[config.mk]
export PLATFORM = sky130hd
export DESIGN_NAME = pfta_top
export DESIGN_NICKNAME = d
export VERILOG_FILES = /design/src/pkg/pfta_pkg.sv /design/src/design/pfta_prog_timer.sv /design/src/design/pfta_top.sv
export SDC_FILE = /design/constraint.sdc
export NUM_CORES = 1
export LEC_CHECK = 0
export ABC_AREA = 1
export BUFFER_PORTS_ARGS = -buffer_cell sky130_fd_sc_hd__buf_4
export CORE_ASPECT_RATIO = 0.75
export CORE_UTILIZATION = 39
export DETAILED_ROUTE_END_ITERATION = 6
export GPL_TIMING_DRIVEN = 0
export PLACE_DENSITY = 0.64
export SYNTH_ARGS = -nofsm -noshare
export SYNTH_HDL_FRONTEND = slang
export SYNTH_SLANG_ARGS = --single-unit
[constraint.sdc]
create_clock -name core_clk -period 1.95 [get_ports core_clk]
set_input_delay 0.195 -clock core_clk [delete_from_list [all_inputs] [get_ports core_clk]]
set_output_delay 0.195 -clock core_clk [all_outputs]
set_load 0.03 [all_outputs]
[src/pkg/pfta_pkg.sv]
// Purpose: Shared constants and types for program flash table access.
// Assumes: Core clock of 10 MHz; 12-bit special register addresses.
// Notes: Key and flag offsets sit near the control register; latch and pointer sit higher at FF5h-FF8h.
package pfta_pkg;

	// Register port geometry
	localparam int PFTA_ADDR_W = 12;
	localparam int PFTA_DATA_W = 8;

	// Register offsets
	localparam logic [11:0] PFTA_OFF_MAC = 12'hFA6;
	localparam logic [11:0] PFTA_OFF_KEY = 12'hFA7;
	localparam logic [11:0] PFTA_OFF_FLAGS2 = 12'hFA1;
	localparam logic [11:0] PFTA_OFF_LATCH = 12'hFF5;
	localparam logic [11:0] PFTA_OFF_PTR_LOW = 12'hFF6;
	localparam logic [11:0] PFTA_OFF_PTR_HIGH = 12'hFF7;
	localparam logic [11:0] PFTA_OFF_PTR_UPPER = 12'hFF8;

	// Control register bit positions
	localparam int PFTA_BIT_PGM = 7;
	localparam int PFTA_BIT_CFG = 6;
	localparam int PFTA_BIT_ERASE = 4;
	localparam int PFTA_BIT_ABORT = 3;
	localparam int PFTA_BIT_ALLOW = 2;
	localparam int PFTA_BIT_WR = 1;
	localparam int PFTA_BIT_RD = 0;

	// Write-done flag position in the second peripheral flag register
	localparam int PFTA_BIT_DONE = 4;

	// Unlock keys
	localparam logic [7:0] PFTA_KEY_FIRST = 8'h55;
	localparam logic [7:0] PFTA_KEY_SECOND = 8'hAA;

	// Pointer and block geometry
	localparam int PFTA_PTR_W = 22;
	localparam int PFTA_PTR_LOW_W = 21;
	localparam int PFTA_UPPER_W = 6;
	localparam int PFTA_HOLD_N = 8;
	localparam int PFTA_HOLD_IDX_W = 3;
	localparam int PFTA_BLK_LSB = 3;
	localparam int PFTA_ROW_LSB = 6;
	localparam int PFTA_WORD_ADDR_W = 21;

	// Self-timed cycle length
	localparam int PFTA_PROG_TIME_US = 2000;
	localparam int PFTA_CLK_KHZ = 10000;
	localparam int PFTA_PROG_CYCLES = PFTA_PROG_TIME_US * PFTA_CLK_KHZ / 1000;

	// Word executed in place of an undecodable fetch
	localparam logic [15:0] PFTA_NOP_WORD = 16'h0000;

	// Table pointer action requested by a table instruction
	typedef enum logic [1:0] {
		PFTA_PTR_KEEP,
		PFTA_PTR_POST_INC,
		PFTA_PTR_POST_DEC,
		PFTA_PTR_PRE_INC
	} pfta_ptr_mode_t;

	// Target memory space
	typedef enum logic [1:0] {
		PFTA_SPACE_EEPROM,
		PFTA_SPACE_PROGRAM,
		PFTA_SPACE_CONFIG
	} pfta_space_t;

	// Unlock sequence progress
	typedef enum logic [1:0] {
		PFTA_UNLK_IDLE,
		PFTA_UNLK_HALF,
		PFTA_UNLK_ARMED
	} pfta_unlock_t;

	// Table instruction from the core
	typedef struct packed {
		logic valid;
		logic write;
		pfta_ptr_mode_t mode;
	} pfta_tbl_req_t;

	// Self-timed command to the array
	typedef struct packed {
		logic prog;
		logic erase;
		pfta_space_t space;
		logic [21:0] addr;
	} pfta_flash_cmd_t;

endpackage

[src/design/pfta_prog_timer.sv]
// Purpose: Internal programming timer for self-timed writes and erases.
// Assumes: start is never raised while busy.
// Notes: done is a one-cycle pulse in the last cycle of busy.
`timescale 1ns/1ps
`default_nettype none
module pfta_prog_timer
	import pfta_pkg::*;
#(
	parameter int unsigned CYCLES = PFTA_PROG_CYCLES
) (
	input wire logic core_clk,
	input wire logic rst_n,
	input wire logic start,
	input wire logic abort,
	output logic busy,
	output logic done
);
	localparam int CW = $clog2(CYCLES + 1);

	logic [CW-1:0] cnt_r;

	// Busy while counting, done in the final cycle
	assign busy = (cnt_r != '0);
	assign done = (cnt_r == CW'(1)) && !abort;

	// Down counter loaded at start, cleared by an abort
	always_ff @(posedge core_clk or negedge rst_n) begin
		if (!rst_n) begin
			cnt_r <= '0;
		end else if (abort) begin
			cnt_r <= '0;
		end else if (start) begin
			cnt_r <= CW'(CYCLES);
		end else if (busy) begin
			cnt_r <= cnt_r - CW'(1);
		end
	end
endmodule
`default_nettype wire

[src/design/pfta_top.sv]
// Purpose: Table access and self-programming sequencer for program flash.
// Assumes: Register port and table requests are synchronous to core_clk.
// Notes: The array itself sits outside; this block drives its commands.
// How it works
// Reads take one byte; writes whole 8-byte blocks; erases 64-byte rows.
// No command exists to bulk erase the whole array.
// Fetches stall while a self-timed cycle runs; the timer ends it.
// A fetched word flagged undecodable is executed as a no-operation.
// Program space and data space exchange bytes through the table latch.
// Table write puts the latch into holding register chosen by bits 2:0.
// Programming writes holding registers to block at pointer bits 21:3.
// Row erase clears the row at bits 21:6; bits 5:0 are ignored.
// Table read uses all 22 pointer bits to choose the byte.
// Pointer is upper, high and low bytes; top bit selects config space.
// Pointer actions: keep, post-increment, post-decrement, pre-increment.
// Increments and decrements touch the low 21 bits only.
// Unlock key port has no storage and reads as zero.
// Config select overrides program select; program select picks flash.
// Erase enable makes the next start erase, cleared on completion.
// Cycles start only with write allow set; cleared at power-up.
// Pin or watchdog reset during a cycle sets abort flag, keeps selects.
// Write start is set-only by software and cleared at completion.
// Completion sets the write-done flag until software clears it.
// Read start pulses one EEPROM read, self-clears, blocked in program.
// Software places executable words at word-aligned addresses.
// Start needs 55h then AAh written to the unlock key port first.
// Each self-timed cycle stalls the processor for about 2 ms.
// Pointer bit 0 picks the low or high byte of a program word.
// A start without unlock or write allow is ignored.
`timescale 1ns/1ps
`default_nettype none
module pfta_top
	import pfta_pkg::*;
#(
	parameter int unsigned PROG_CYCLES = PFTA_PROG_CYCLES
) (
	input wire logic core_clk,
	input wire logic rst_n,
	input wire logic [PFTA_ADDR_W-1:0] reg_addr,
	input wire logic [PFTA_DATA_W-1:0] reg_wdata,
	input wire logic reg_wr,
	input wire logic reg_rd,
	output logic [PFTA_DATA_W-1:0] reg_rdata,
	input wire pfta_tbl_req_t tbl_req,
	output logic tbl_ready,
	output logic fr_en,
	output logic [PFTA_WORD_ADDR_W-1:0] fr_word_addr,
	input wire logic [15:0] fr_rdata,
	output pfta_flash_cmd_t fl_cmd,
	output logic [63:0] fl_wdata,
	output logic fl_busy,
	output logic ee_rd_pulse,
	input wire logic ext_reset_evt,
	input wire logic wdt_reset_evt,
	output logic fetch_stall,
	input wire logic [15:0] fetch_word,
	input wire logic fetch_illegal,
	output logic [15:0] exec_word
);
	// Address match against one register offset
	function automatic logic hit(input logic [PFTA_ADDR_W-1:0] a,
		input logic [PFTA_ADDR_W-1:0] off);
		hit = (a == off);
	endfunction

	// Config select wins over program select
	function automatic pfta_space_t space_of(input logic cfg, input logic pgm);
		if (cfg) begin
			space_of = PFTA_SPACE_CONFIG;
		end else if (pgm) begin
			space_of = PFTA_SPACE_PROGRAM;
		end else begin
			space_of = PFTA_SPACE_EEPROM;
		end
	endfunction

	// Control register fields
	logic pgm_sel_r, cfg_sel_r, erase_en_r, abort_flag_r;
	logic wr_allow_r, wr_start_r, rd_start_r;
	logic done_flag_r;
	logic [7:0] latch_r;
	logic [PFTA_PTR_W-1:0] ptr_r;
	logic [7:0] hold_r [PFTA_HOLD_N];
	pfta_unlock_t unlock_r, unlock_nxt;
	logic op_erase_r;
	logic rd_pend_r, rd_hi_r;
	logic [PFTA_DATA_W-1:0] rdata_r;
	pfta_flash_cmd_t cmd_r;
	logic [63:0] wdata_r;
	logic fr_en_r;
	logic [PFTA_WORD_ADDR_W-1:0] fr_addr_r;
	logic [15:0] exec_r;

	// Register port decode
	logic wr_mac, wr_key, wr_flags, wr_latch, wr_pl, wr_ph, wr_pu;
	assign wr_mac = reg_wr && hit(reg_addr, PFTA_OFF_MAC);
	assign wr_key = reg_wr && hit(reg_addr, PFTA_OFF_KEY);
	assign wr_flags = reg_wr && hit(reg_addr, PFTA_OFF_FLAGS2);
	assign wr_latch = reg_wr && hit(reg_addr, PFTA_OFF_LATCH);
	assign wr_pl = reg_wr && hit(reg_addr, PFTA_OFF_PTR_LOW);
	assign wr_ph = reg_wr && hit(reg_addr, PFTA_OFF_PTR_HIGH);
	assign wr_pu = reg_wr && hit(reg_addr, PFTA_OFF_PTR_UPPER);

	// Reset events that may abort a running cycle
	logic abort_evt, tm_busy, tm_done;
	assign abort_evt = ext_reset_evt || wdt_reset_evt;

	// Start request qualified by the unlock sequence and write allow
	logic start_ok, start_erase;
	pfta_space_t start_space;
	assign start_ok = wr_mac && reg_wdata[PFTA_BIT_WR] && !wr_start_r
		&& (unlock_r == PFTA_UNLK_ARMED) && wr_allow_r
		&& !abort_evt;
	assign start_space = space_of(reg_wdata[PFTA_BIT_CFG],
		reg_wdata[PFTA_BIT_PGM]);
	// Erase only applies to flash rows; there is no whole-array erase
	assign start_erase = reg_wdata[PFTA_BIT_ERASE]
		&& (start_space != PFTA_SPACE_EEPROM);

	// Unlock sequence: 55h, then AAh, then the start; any other write disarms
	always_comb begin
		unlock_nxt = unlock_r;
		if (reg_wr) begin
			if (wr_key && reg_wdata == PFTA_KEY_FIRST) begin
				unlock_nxt = PFTA_UNLK_HALF;
			end else if (wr_key && reg_wdata == PFTA_KEY_SECOND
				&& unlock_r == PFTA_UNLK_HALF) begin
				unlock_nxt = PFTA_UNLK_ARMED;
			end else begin
				unlock_nxt = PFTA_UNLK_IDLE;
			end
		end
	end

	always_ff @(posedge core_clk or negedge rst_n) begin
		if (!rst_n) begin
			unlock_r <= PFTA_UNLK_IDLE;
		end else begin
			unlock_r <= unlock_nxt;
		end
	end

	// Programming timer
	pfta_prog_timer #(
		.CYCLES(PROG_CYCLES)
	) u_timer (
		.core_clk(core_clk),
		.rst_n(rst_n),
		.start(start_ok),
		.abort(abort_evt),
		.busy(tm_busy),
		.done(tm_done)
	);

	// Select bits survive an abort so software can see what failed
	always_ff @(posedge core_clk or negedge rst_n) begin
		if (!rst_n) begin
			pgm_sel_r <= 1'b0;
			cfg_sel_r <= 1'b0;
		end else if (wr_mac && !abort_evt) begin
			pgm_sel_r <= reg_wdata[PFTA_BIT_PGM];
			cfg_sel_r <= reg_wdata[PFTA_BIT_CFG];
		end
	end

	// Abort flag: set by a reset event during a cycle, set wins over clear
	always_ff @(posedge core_clk or negedge rst_n) begin
		if (!rst_n) begin
			abort_flag_r <= 1'b0;
		end else if (abort_evt && tm_busy) begin
			abort_flag_r <= 1'b1;
		end else if (wr_mac) begin
			abort_flag_r <= reg_wdata[PFTA_BIT_ABORT];
		end
	end

	// Write allow, cleared at power-up and by a reset event
	always_ff @(posedge core_clk or negedge rst_n) begin
		if (!rst_n) begin
			wr_allow_r <= 1'b0;
		end else if (abort_evt) begin
			wr_allow_r <= 1'b0;
		end else if (wr_mac) begin
			wr_allow_r <= reg_wdata[PFTA_BIT_ALLOW];
		end
	end

	// Erase enable: completion of an erase clears it over any write
	always_ff @(posedge core_clk or negedge rst_n) begin
		if (!rst_n) begin
			erase_en_r <= 1'b0;
		end else if (abort_evt || (tm_done && op_erase_r)) begin
			erase_en_r <= 1'b0;
		end else if (wr_mac) begin
			erase_en_r <= reg_wdata[PFTA_BIT_ERASE];
		end
	end

	// Write start: software can only set it, completion clears it
	always_ff @(posedge core_clk or negedge rst_n) begin
		if (!rst_n) begin
			wr_start_r <= 1'b0;
			op_erase_r <= 1'b0;
		end else if (abort_evt || tm_done) begin
			wr_start_r <= 1'b0;
		end else if (start_ok) begin
			wr_start_r <= 1'b1;
			op_erase_r <= start_erase;
		end
	end

	// Read start: one-cycle EEPROM read, refused with program select set
	always_ff @(posedge core_clk or negedge rst_n) begin
		if (!rst_n) begin
			rd_start_r <= 1'b0;
		end else if (rd_start_r || abort_evt) begin
			rd_start_r <= 1'b0;
		end else if (wr_mac) begin
			rd_start_r <= reg_wdata[PFTA_BIT_RD]
				&& !reg_wdata[PFTA_BIT_PGM];
		end
	end
	assign ee_rd_pulse = rd_start_r;

	// Write-done flag: completion wins over a software clear
	always_ff @(posedge core_clk or negedge rst_n) begin
		if (!rst_n) begin
			done_flag_r <= 1'b0;
		end else if (tm_done) begin
			done_flag_r <= 1'b1;
		end else if (wr_flags) begin
			done_flag_r <= reg_wdata[PFTA_BIT_DONE];
		end
	end

	// Array command issued in the cycle after an accepted start
	pfta_flash_cmd_t cmd_nxt;
	always_comb begin
		cmd_nxt = '0;
		cmd_nxt.space = start_space;
		cmd_nxt.prog = start_ok && !start_erase;
		cmd_nxt.erase = start_ok && start_erase;
		if (start_erase) begin
			cmd_nxt.addr = {ptr_r[PFTA_PTR_W-1:PFTA_ROW_LSB],
				PFTA_ROW_LSB'(0)};
		end else begin
			cmd_nxt.addr = {ptr_r[PFTA_PTR_W-1:PFTA_BLK_LSB],
				PFTA_BLK_LSB'(0)};
		end
	end

	always_ff @(posedge core_clk or negedge rst_n) begin
		if (!rst_n) begin
			cmd_r <= '0;
			wdata_r <= '0;
		end else begin
			cmd_r <= cmd_nxt;
			if (start_ok) begin
				wdata_r <= {hold_r[7], hold_r[6], hold_r[5], hold_r[4],
					hold_r[3], hold_r[2], hold_r[1], hold_r[0]};
			end
		end
	end
	assign fl_cmd = cmd_r;
	assign fl_wdata = wdata_r;
	assign fl_busy = tm_busy;

	// Fetch stalls for the whole self-timed cycle
	assign fetch_stall = tm_busy;

	// Table instruction acceptance and pointer arithmetic on 21 bits
	logic take;
	logic [PFTA_PTR_W-1:0] ptr_inc, ptr_dec, acc_addr;
	assign tbl_ready = !tm_busy && !rd_pend_r;
	assign take = tbl_req.valid && tbl_ready;
	assign ptr_inc = {ptr_r[PFTA_PTR_W-1],
		ptr_r[PFTA_PTR_LOW_W-1:0] + PFTA_PTR_LOW_W'(1)};
	assign ptr_dec = {ptr_r[PFTA_PTR_W-1],
		ptr_r[PFTA_PTR_LOW_W-1:0] - PFTA_PTR_LOW_W'(1)};
	assign acc_addr = (tbl_req.mode == PFTA_PTR_PRE_INC) ?
		ptr_inc : ptr_r;

	// Pointer: byte writes from software win over table actions
	always_ff @(posedge core_clk or negedge rst_n) begin
		if (!rst_n) begin
			ptr_r <= '0;
		end else if (wr_pl || wr_ph || wr_pu) begin
			if (wr_pl) begin
				ptr_r[7:0] <= reg_wdata;
			end
			if (wr_ph) begin
				ptr_r[15:8] <= reg_wdata;
			end
			if (wr_pu) begin
				ptr_r[PFTA_PTR_W-1:16] <= reg_wdata[PFTA_UPPER_W-1:0];
			end
		end else if (take) begin
			unique case (tbl_req.mode)
				PFTA_PTR_KEEP: ptr_r <= ptr_r;
				PFTA_PTR_POST_INC: ptr_r <= ptr_inc;
				PFTA_PTR_POST_DEC: ptr_r <= ptr_dec;
				PFTA_PTR_PRE_INC: ptr_r <= ptr_inc;
			endcase
		end
	end

	// Table read: word fetch in the cycle after take, byte pick and latch load at the end of it
	always_ff @(posedge core_clk or negedge rst_n) begin
		if (!rst_n) begin
			fr_en_r <= 1'b0;
			fr_addr_r <= '0;
			rd_pend_r <= 1'b0;
			rd_hi_r <= 1'b0;
		end else begin
			fr_en_r <= take && !tbl_req.write;
			rd_pend_r <= take && !tbl_req.write;
			if (take && !tbl_req.write) begin
				fr_addr_r <= acc_addr[PFTA_PTR_W-1:1];
				rd_hi_r <= acc_addr[0];
			end
		end
	end
	assign fr_en = fr_en_r;
	assign fr_word_addr = fr_addr_r;

	// Table latch: read return wins over a software write
	always_ff @(posedge core_clk or negedge rst_n) begin
		if (!rst_n) begin
			latch_r <= '0;
		end else if (rd_pend_r) begin
			latch_r <= rd_hi_r ? fr_rdata[15:8] : fr_rdata[7:0];
		end else if (wr_latch) begin
			latch_r <= reg_wdata;
		end
	end

	// Holding registers, one per low pointer code; the array is untouched
	genvar gi;
	generate
		for (gi = 0; gi < PFTA_HOLD_N; gi++) begin : g_hold
			always_ff @(posedge core_clk or negedge rst_n) begin
				if (!rst_n) begin
					hold_r[gi] <= '0;
				end else if (take && tbl_req.write
					&& acc_addr[PFTA_HOLD_IDX_W-1:0]
					== PFTA_HOLD_IDX_W'(gi)) begin
					hold_r[gi] <= latch_r;
				end
			end
		end
	endgenerate

	// Register read mux; key port and unmapped offsets read zero
	logic [PFTA_DATA_W-1:0] rd_mux;
	assign rd_mux =
		hit(reg_addr, PFTA_OFF_MAC) ? {pgm_sel_r, cfg_sel_r, 1'b0,
			erase_en_r, abort_flag_r, wr_allow_r, wr_start_r, rd_start_r} :
		hit(reg_addr, PFTA_OFF_FLAGS2) ?
			(PFTA_DATA_W'(done_flag_r) << PFTA_BIT_DONE) :
		hit(reg_addr, PFTA_OFF_LATCH) ? latch_r :
		hit(reg_addr, PFTA_OFF_PTR_LOW) ? ptr_r[7:0] :
		hit(reg_addr, PFTA_OFF_PTR_HIGH) ? ptr_r[15:8] :
		hit(reg_addr, PFTA_OFF_PTR_UPPER) ?
			PFTA_DATA_W'(ptr_r[PFTA_PTR_W-1:16]) :
		'0;

	always_ff @(posedge core_clk or negedge rst_n) begin
		if (!rst_n) begin
			rdata_r <= '0;
		end else if (reg_rd) begin
			rdata_r <= rd_mux;
		end else begin
			rdata_r <= '0;
		end
	end
	assign reg_rdata = rdata_r;

	// Undecodable fetched words become no-operations
	always_ff @(posedge core_clk or negedge rst_n) begin
		if (!rst_n) begin
			exec_r <= PFTA_NOP_WORD;
		end else begin
			exec_r <= fetch_illegal ? PFTA_NOP_WORD : fetch_word;
		end
	end
	assign exec_word = exec_r;

	// Word alignment of code written by software is the caller's duty
endmodule
`default_nettype wire

==> flow_metrics.py <==
metrics = {
    "sta": {
        "fin_ws_ns": -0.164,
        "skew_ns": 0.0106,
        "hold_viol_final": 0,
        "period_minus_slack_ns": 2.11,
        "fin_crit_sh": 1.08,
        "setup-violations-final": 102,
        "tightest_slew_ns": 0.703,
        "slew_viol_final": 0,
        "max_freq_mhz": 473,
        "tns_ns": -7.72,
        "rsz0062_at_grt": "yes",
        "relSlewSlack": 0.529,
    },
    "grt": {
        "grt_usage": 0.255,
        "globalRouteOverflowTotal": 0,
        "grt_pass1_wl_um": 62300,
        "grt_pass1_vias": 10900,
        "antenna_found_initial": 0,
        "grt_max_degree": 122,
    },
    "clock_tree": {
        "numCtsBuffers": 26,
        "cts_tree": "done",
        "clk_pin_slew_ns": 0.07,
        "clk_latency_ns": 0.55,
        "htreeDepth": 1,
        "cts_root_buffer": "clkbuf_16",
        "clockBufferDepth": 3,
        "cts.sinks": 254,
    },
    "worst_setup_path": {
        "endpoint_kind": "register",
        "cp_slowest_cell": "dfrtp_1",
        "start_kind": "register",
        "crit_fanout": 8,
        "critPathKind": "reg2reg",
        "crit_path_cell_trace": "nor2_2, buf_4, nand2_4, nor2_4, nand2_4, nor2_4, nand2_4, nor2_8, buf_12, nand4_4, buf_6, nand2_2, o21ai_2",
        "critPathRequiredTime_ns": 2.36,
        "r2r_slack_ns": -0.16,
        "cp_common_cell": "nand2_4",
        "worstPathArrival_ns": 2.53,
        "critPathMaxStageDelay_ns": 0.41,
    },
    "yosys": {
        "async_reset_ff_frac": 1.00,
        "synth_seq_area_share": 0.521,
        "yosysWarnings": 0,
        "synth.distinct_cells": 44,
        "avgSynthCellArea_um2": 8.04,
        "ys_ff_latch": 254,
        "ys.flop_type": "dfrtp_1",
        "syn_inst": 1518,
        "synth_edf_count": 0,
        "syn-cell-area_mm2": 0.0122,
    },
    "pwr": {
        "p_int_mw": 13.5,
        "power.leakage_nw": 8.37,
        "power_frac_comb": 0.433,
        "clkPwrFrac": 0.236,
        "powerDensity_mw_per_mm2": 1410,
        "p_sw_mw": 9.52,
        "pwr-share-seq": 0.330,
        "swShare": 0.413,
        "ir_worst_vdd_uv": 960,
    },
    "drt": {
        "viasPerCell": 5.12,
        "routed_wl_um": 41400,
        "ant_nets": 0,
        "wire_per_inst_um": 18.3,
        "drt_iter0_markers": 1040,
        "vias": 11600,
        "drc": 14,
        "first_pass_iters": 7,
    },
    "run": {
        "drv_cap": 0,
    },
    "floorplan": {
        "die_h_um": 155,
        "row_count": 55,
        "io-pin-count": 203,
        "die-area_mm2": 0.0320,
        "chipWidth_um": 206,
        "initial_core_util": 0.400,
        "core_area_mm2": 0.0305,
    },
    "run_status": {
        "status": "complete, but fails checks",
        "violations": "design-rule violations, negative setup slack",
    },
    "finish": {
        "utilization": 0.538,
        "n_fill_cell": 2823,
        "area_growth_pct": 34.3,
        "final_cell_area_mm2": 0.0164,
        "final_cell_count_no_fill": 2257,
        "fin_nets": 1905,
        "antenna_cells": 0,
        "multiInputGateArea_mm2": 0.00536,
        "layout-drive-gt1-share": 0.257,
        "seqCellArea_mm2": 0.00638,
    },
    "worst_hold_path": {
        "worstHoldPathType": "in2reg",
    },
    "placement": {
        "gp_congestion": 1.01,
        "portBuffers": 198,
        "pre_cts_ws_ns": -0.364,
        "dp_hpwl_um": 29400,
        "dpl-instance-area_mm2": 0.0143,
        "placedCellCount": 2119,
    },
}
power by group through the flow:
| stage | clock [mW] | sequential [mW] | combinational [mW] |
|---|---|---|---|
| 2_1_floorplan | 0 | 7.80 | 4.97 |
| 3_3_place_gp | 0 | 7.35 | 8.07 |
| 3_5_place_dp | 0 | 7.38 | 8.18 |
| 4_1_cts | 5.54 | 7.52 | 9.00 |
| 5_1_grt | 5.71 | 7.75 | 10.8 |
| 6_report | 5.45 | 7.62 | 10.0 |
metrics by stage:
step	total power [mW]	hold WS (ns)
finish	23.1	0.0225
floorplan	12.8	-0.101
global route	24.3	0.0761
detailed placement	15.6	0.110
global placement	15.4	0.359
CTS	22.1	0.00976
routing by layer:
metal / share of wire / GRT usage / vias up
li1: - / - / 5501
met5: 0 / 0 / -
met2: 0.41 / 0.354 / 484
met1: 0.48 / 0.396 / 5518
met4: 0.017 / 0.0522 / 0
met3: 0.091 / 0.0628 / 53
sequential cells by signal (all words and copies together), names as in the netlist, 2 cells and up:
signal,cells
fl_wdata,64
hold_r,64
fl_cmd,23
ptr_r,22
fr_word_addr,21
exec_word,16
u_timer.cnt_r,15
latch_r,8
reg_rdata,8
unlock_r,2
kinds of logic after synthesis:
| logic type | synth area share |
|---|---|
| adders and majority gates | 0.00410 |
| DFF | 0.521 |
| buffers and inverters | 0.0619 |
| xor gates and xnor gates | 0.0123 |
| AOI/OAI and AO/OA | 0.101 |
| other | 0.000307 |
| and+or+nand+nor | 0.300 |
synth_stat cells (2+ instances only):
cell type | instances | share of area
dfrtp_1 | 254 | 0.52
o21a_1 | 5 | 0.0031
nor2_2 | 5 | 0.0026
nand3_1 | 71 | 0.029
nand2_1 | 575 | 0.18
a211oi_1 | 6 | 0.0037
o21ai_0 | 74 | 0.030
nor3_1 | 7 | 0.0029
buf_1 | 3 | 0.00092
nand2_2 | 4 | 0.0021
nand2_4 | 3 | 0.0028
nand3_2 | 2 | 0.0016
a21oi_1 | 33 | 0.014
nor2_1 | 150 | 0.046
a31oi_1 | 3 | 0.0015
o211ai_1 | 9 | 0.0055
nor4_1 | 4 | 0.0021
buf_2 | 7 | 0.0029
nand4_1 | 19 | 0.0097
buf_4 | 9 | 0.0055
o21ai_4 | 2 | 0.0027
xnor2_1 | 3 | 0.0022
clkbuf_1 | 32 | 0.0098
o21ai_2 | 16 | 0.011
nand3b_1 | 2 | 0.0012
o21ai_1 | 49 | 0.020
or2_2 | 3 | 0.0015
o22ai_1 | 9 | 0.0046
inv_2 | 4 | 0.0012
nor2_4 | 6 | 0.0055
o31ai_1 | 2 | 0.0012
inv_1 | 107 | 0.033
ha_1 | 4 | 0.0041
buf_6 | 9 | 0.0083
xor2_1 | 11 | 0.0079
nand4_4 | 8 | 0.014
layout by cell type, fill, tap and decap left out, types with 27 or more instances in the layout:
cell type	n
buf_4	254
inv_1	100
nand2_2	27
nand2_1	548
nor2_1	133
dlygate4sd3_1	36
dfrtp_1	236
a21oi_1	33
clkbuf_16	27
o21ai_1	46
nand3_1	70
o21ai_0	73
timing repair:
item / CTS / global route
setup endpoints to repair: 118 / 143
cloned: 8 / 1
pin swaps: 17 / 14
hold buffers: 36 / 0
hold endpoints to repair: 128 / 0
buffers inserted: 40 / 18
gates resized for setup: 69 / 65
critical path: cells and delay by family, from the launching register on:
kind | cells | cell delay [ns]
AOI/OAI and AO/OA | 1 | 0.05
buffers and inverters | 3 | 0.53
DFF | 1 | 0.41
and+or+nand+nor | 9 | 0.99
worst paths after layout:
check / start / endpoint / depth (start not counted)
max reg2reg: u_timer.cnt_r[4] / hold_r[6] / 13
max in group asynchronous: rst_n / fl_wdata[53] / 4
min reg2reg: hold_r[43] / fl_wdata[19] / 2
min in group asynchronous: rst_n / fl_wdata[27] / 2
max: u_timer.cnt_r[4] / hold_r[6] / 13
min: fr_rdata[10] / latch_r[2] / 5
final cells by class:
type	count	area share
Buffer	47	0.0192
Clock buffer	39	0.0495
Clock inverter	9	0.00771
Inverter	112	0.0265
Multi-Input combinational cell	1095	0.327
Sequential cell	254	0.389
Tap cell	399	0.0305
Timing Repair Buffer	302	0.151
Power figures use the tool's default switching activity.
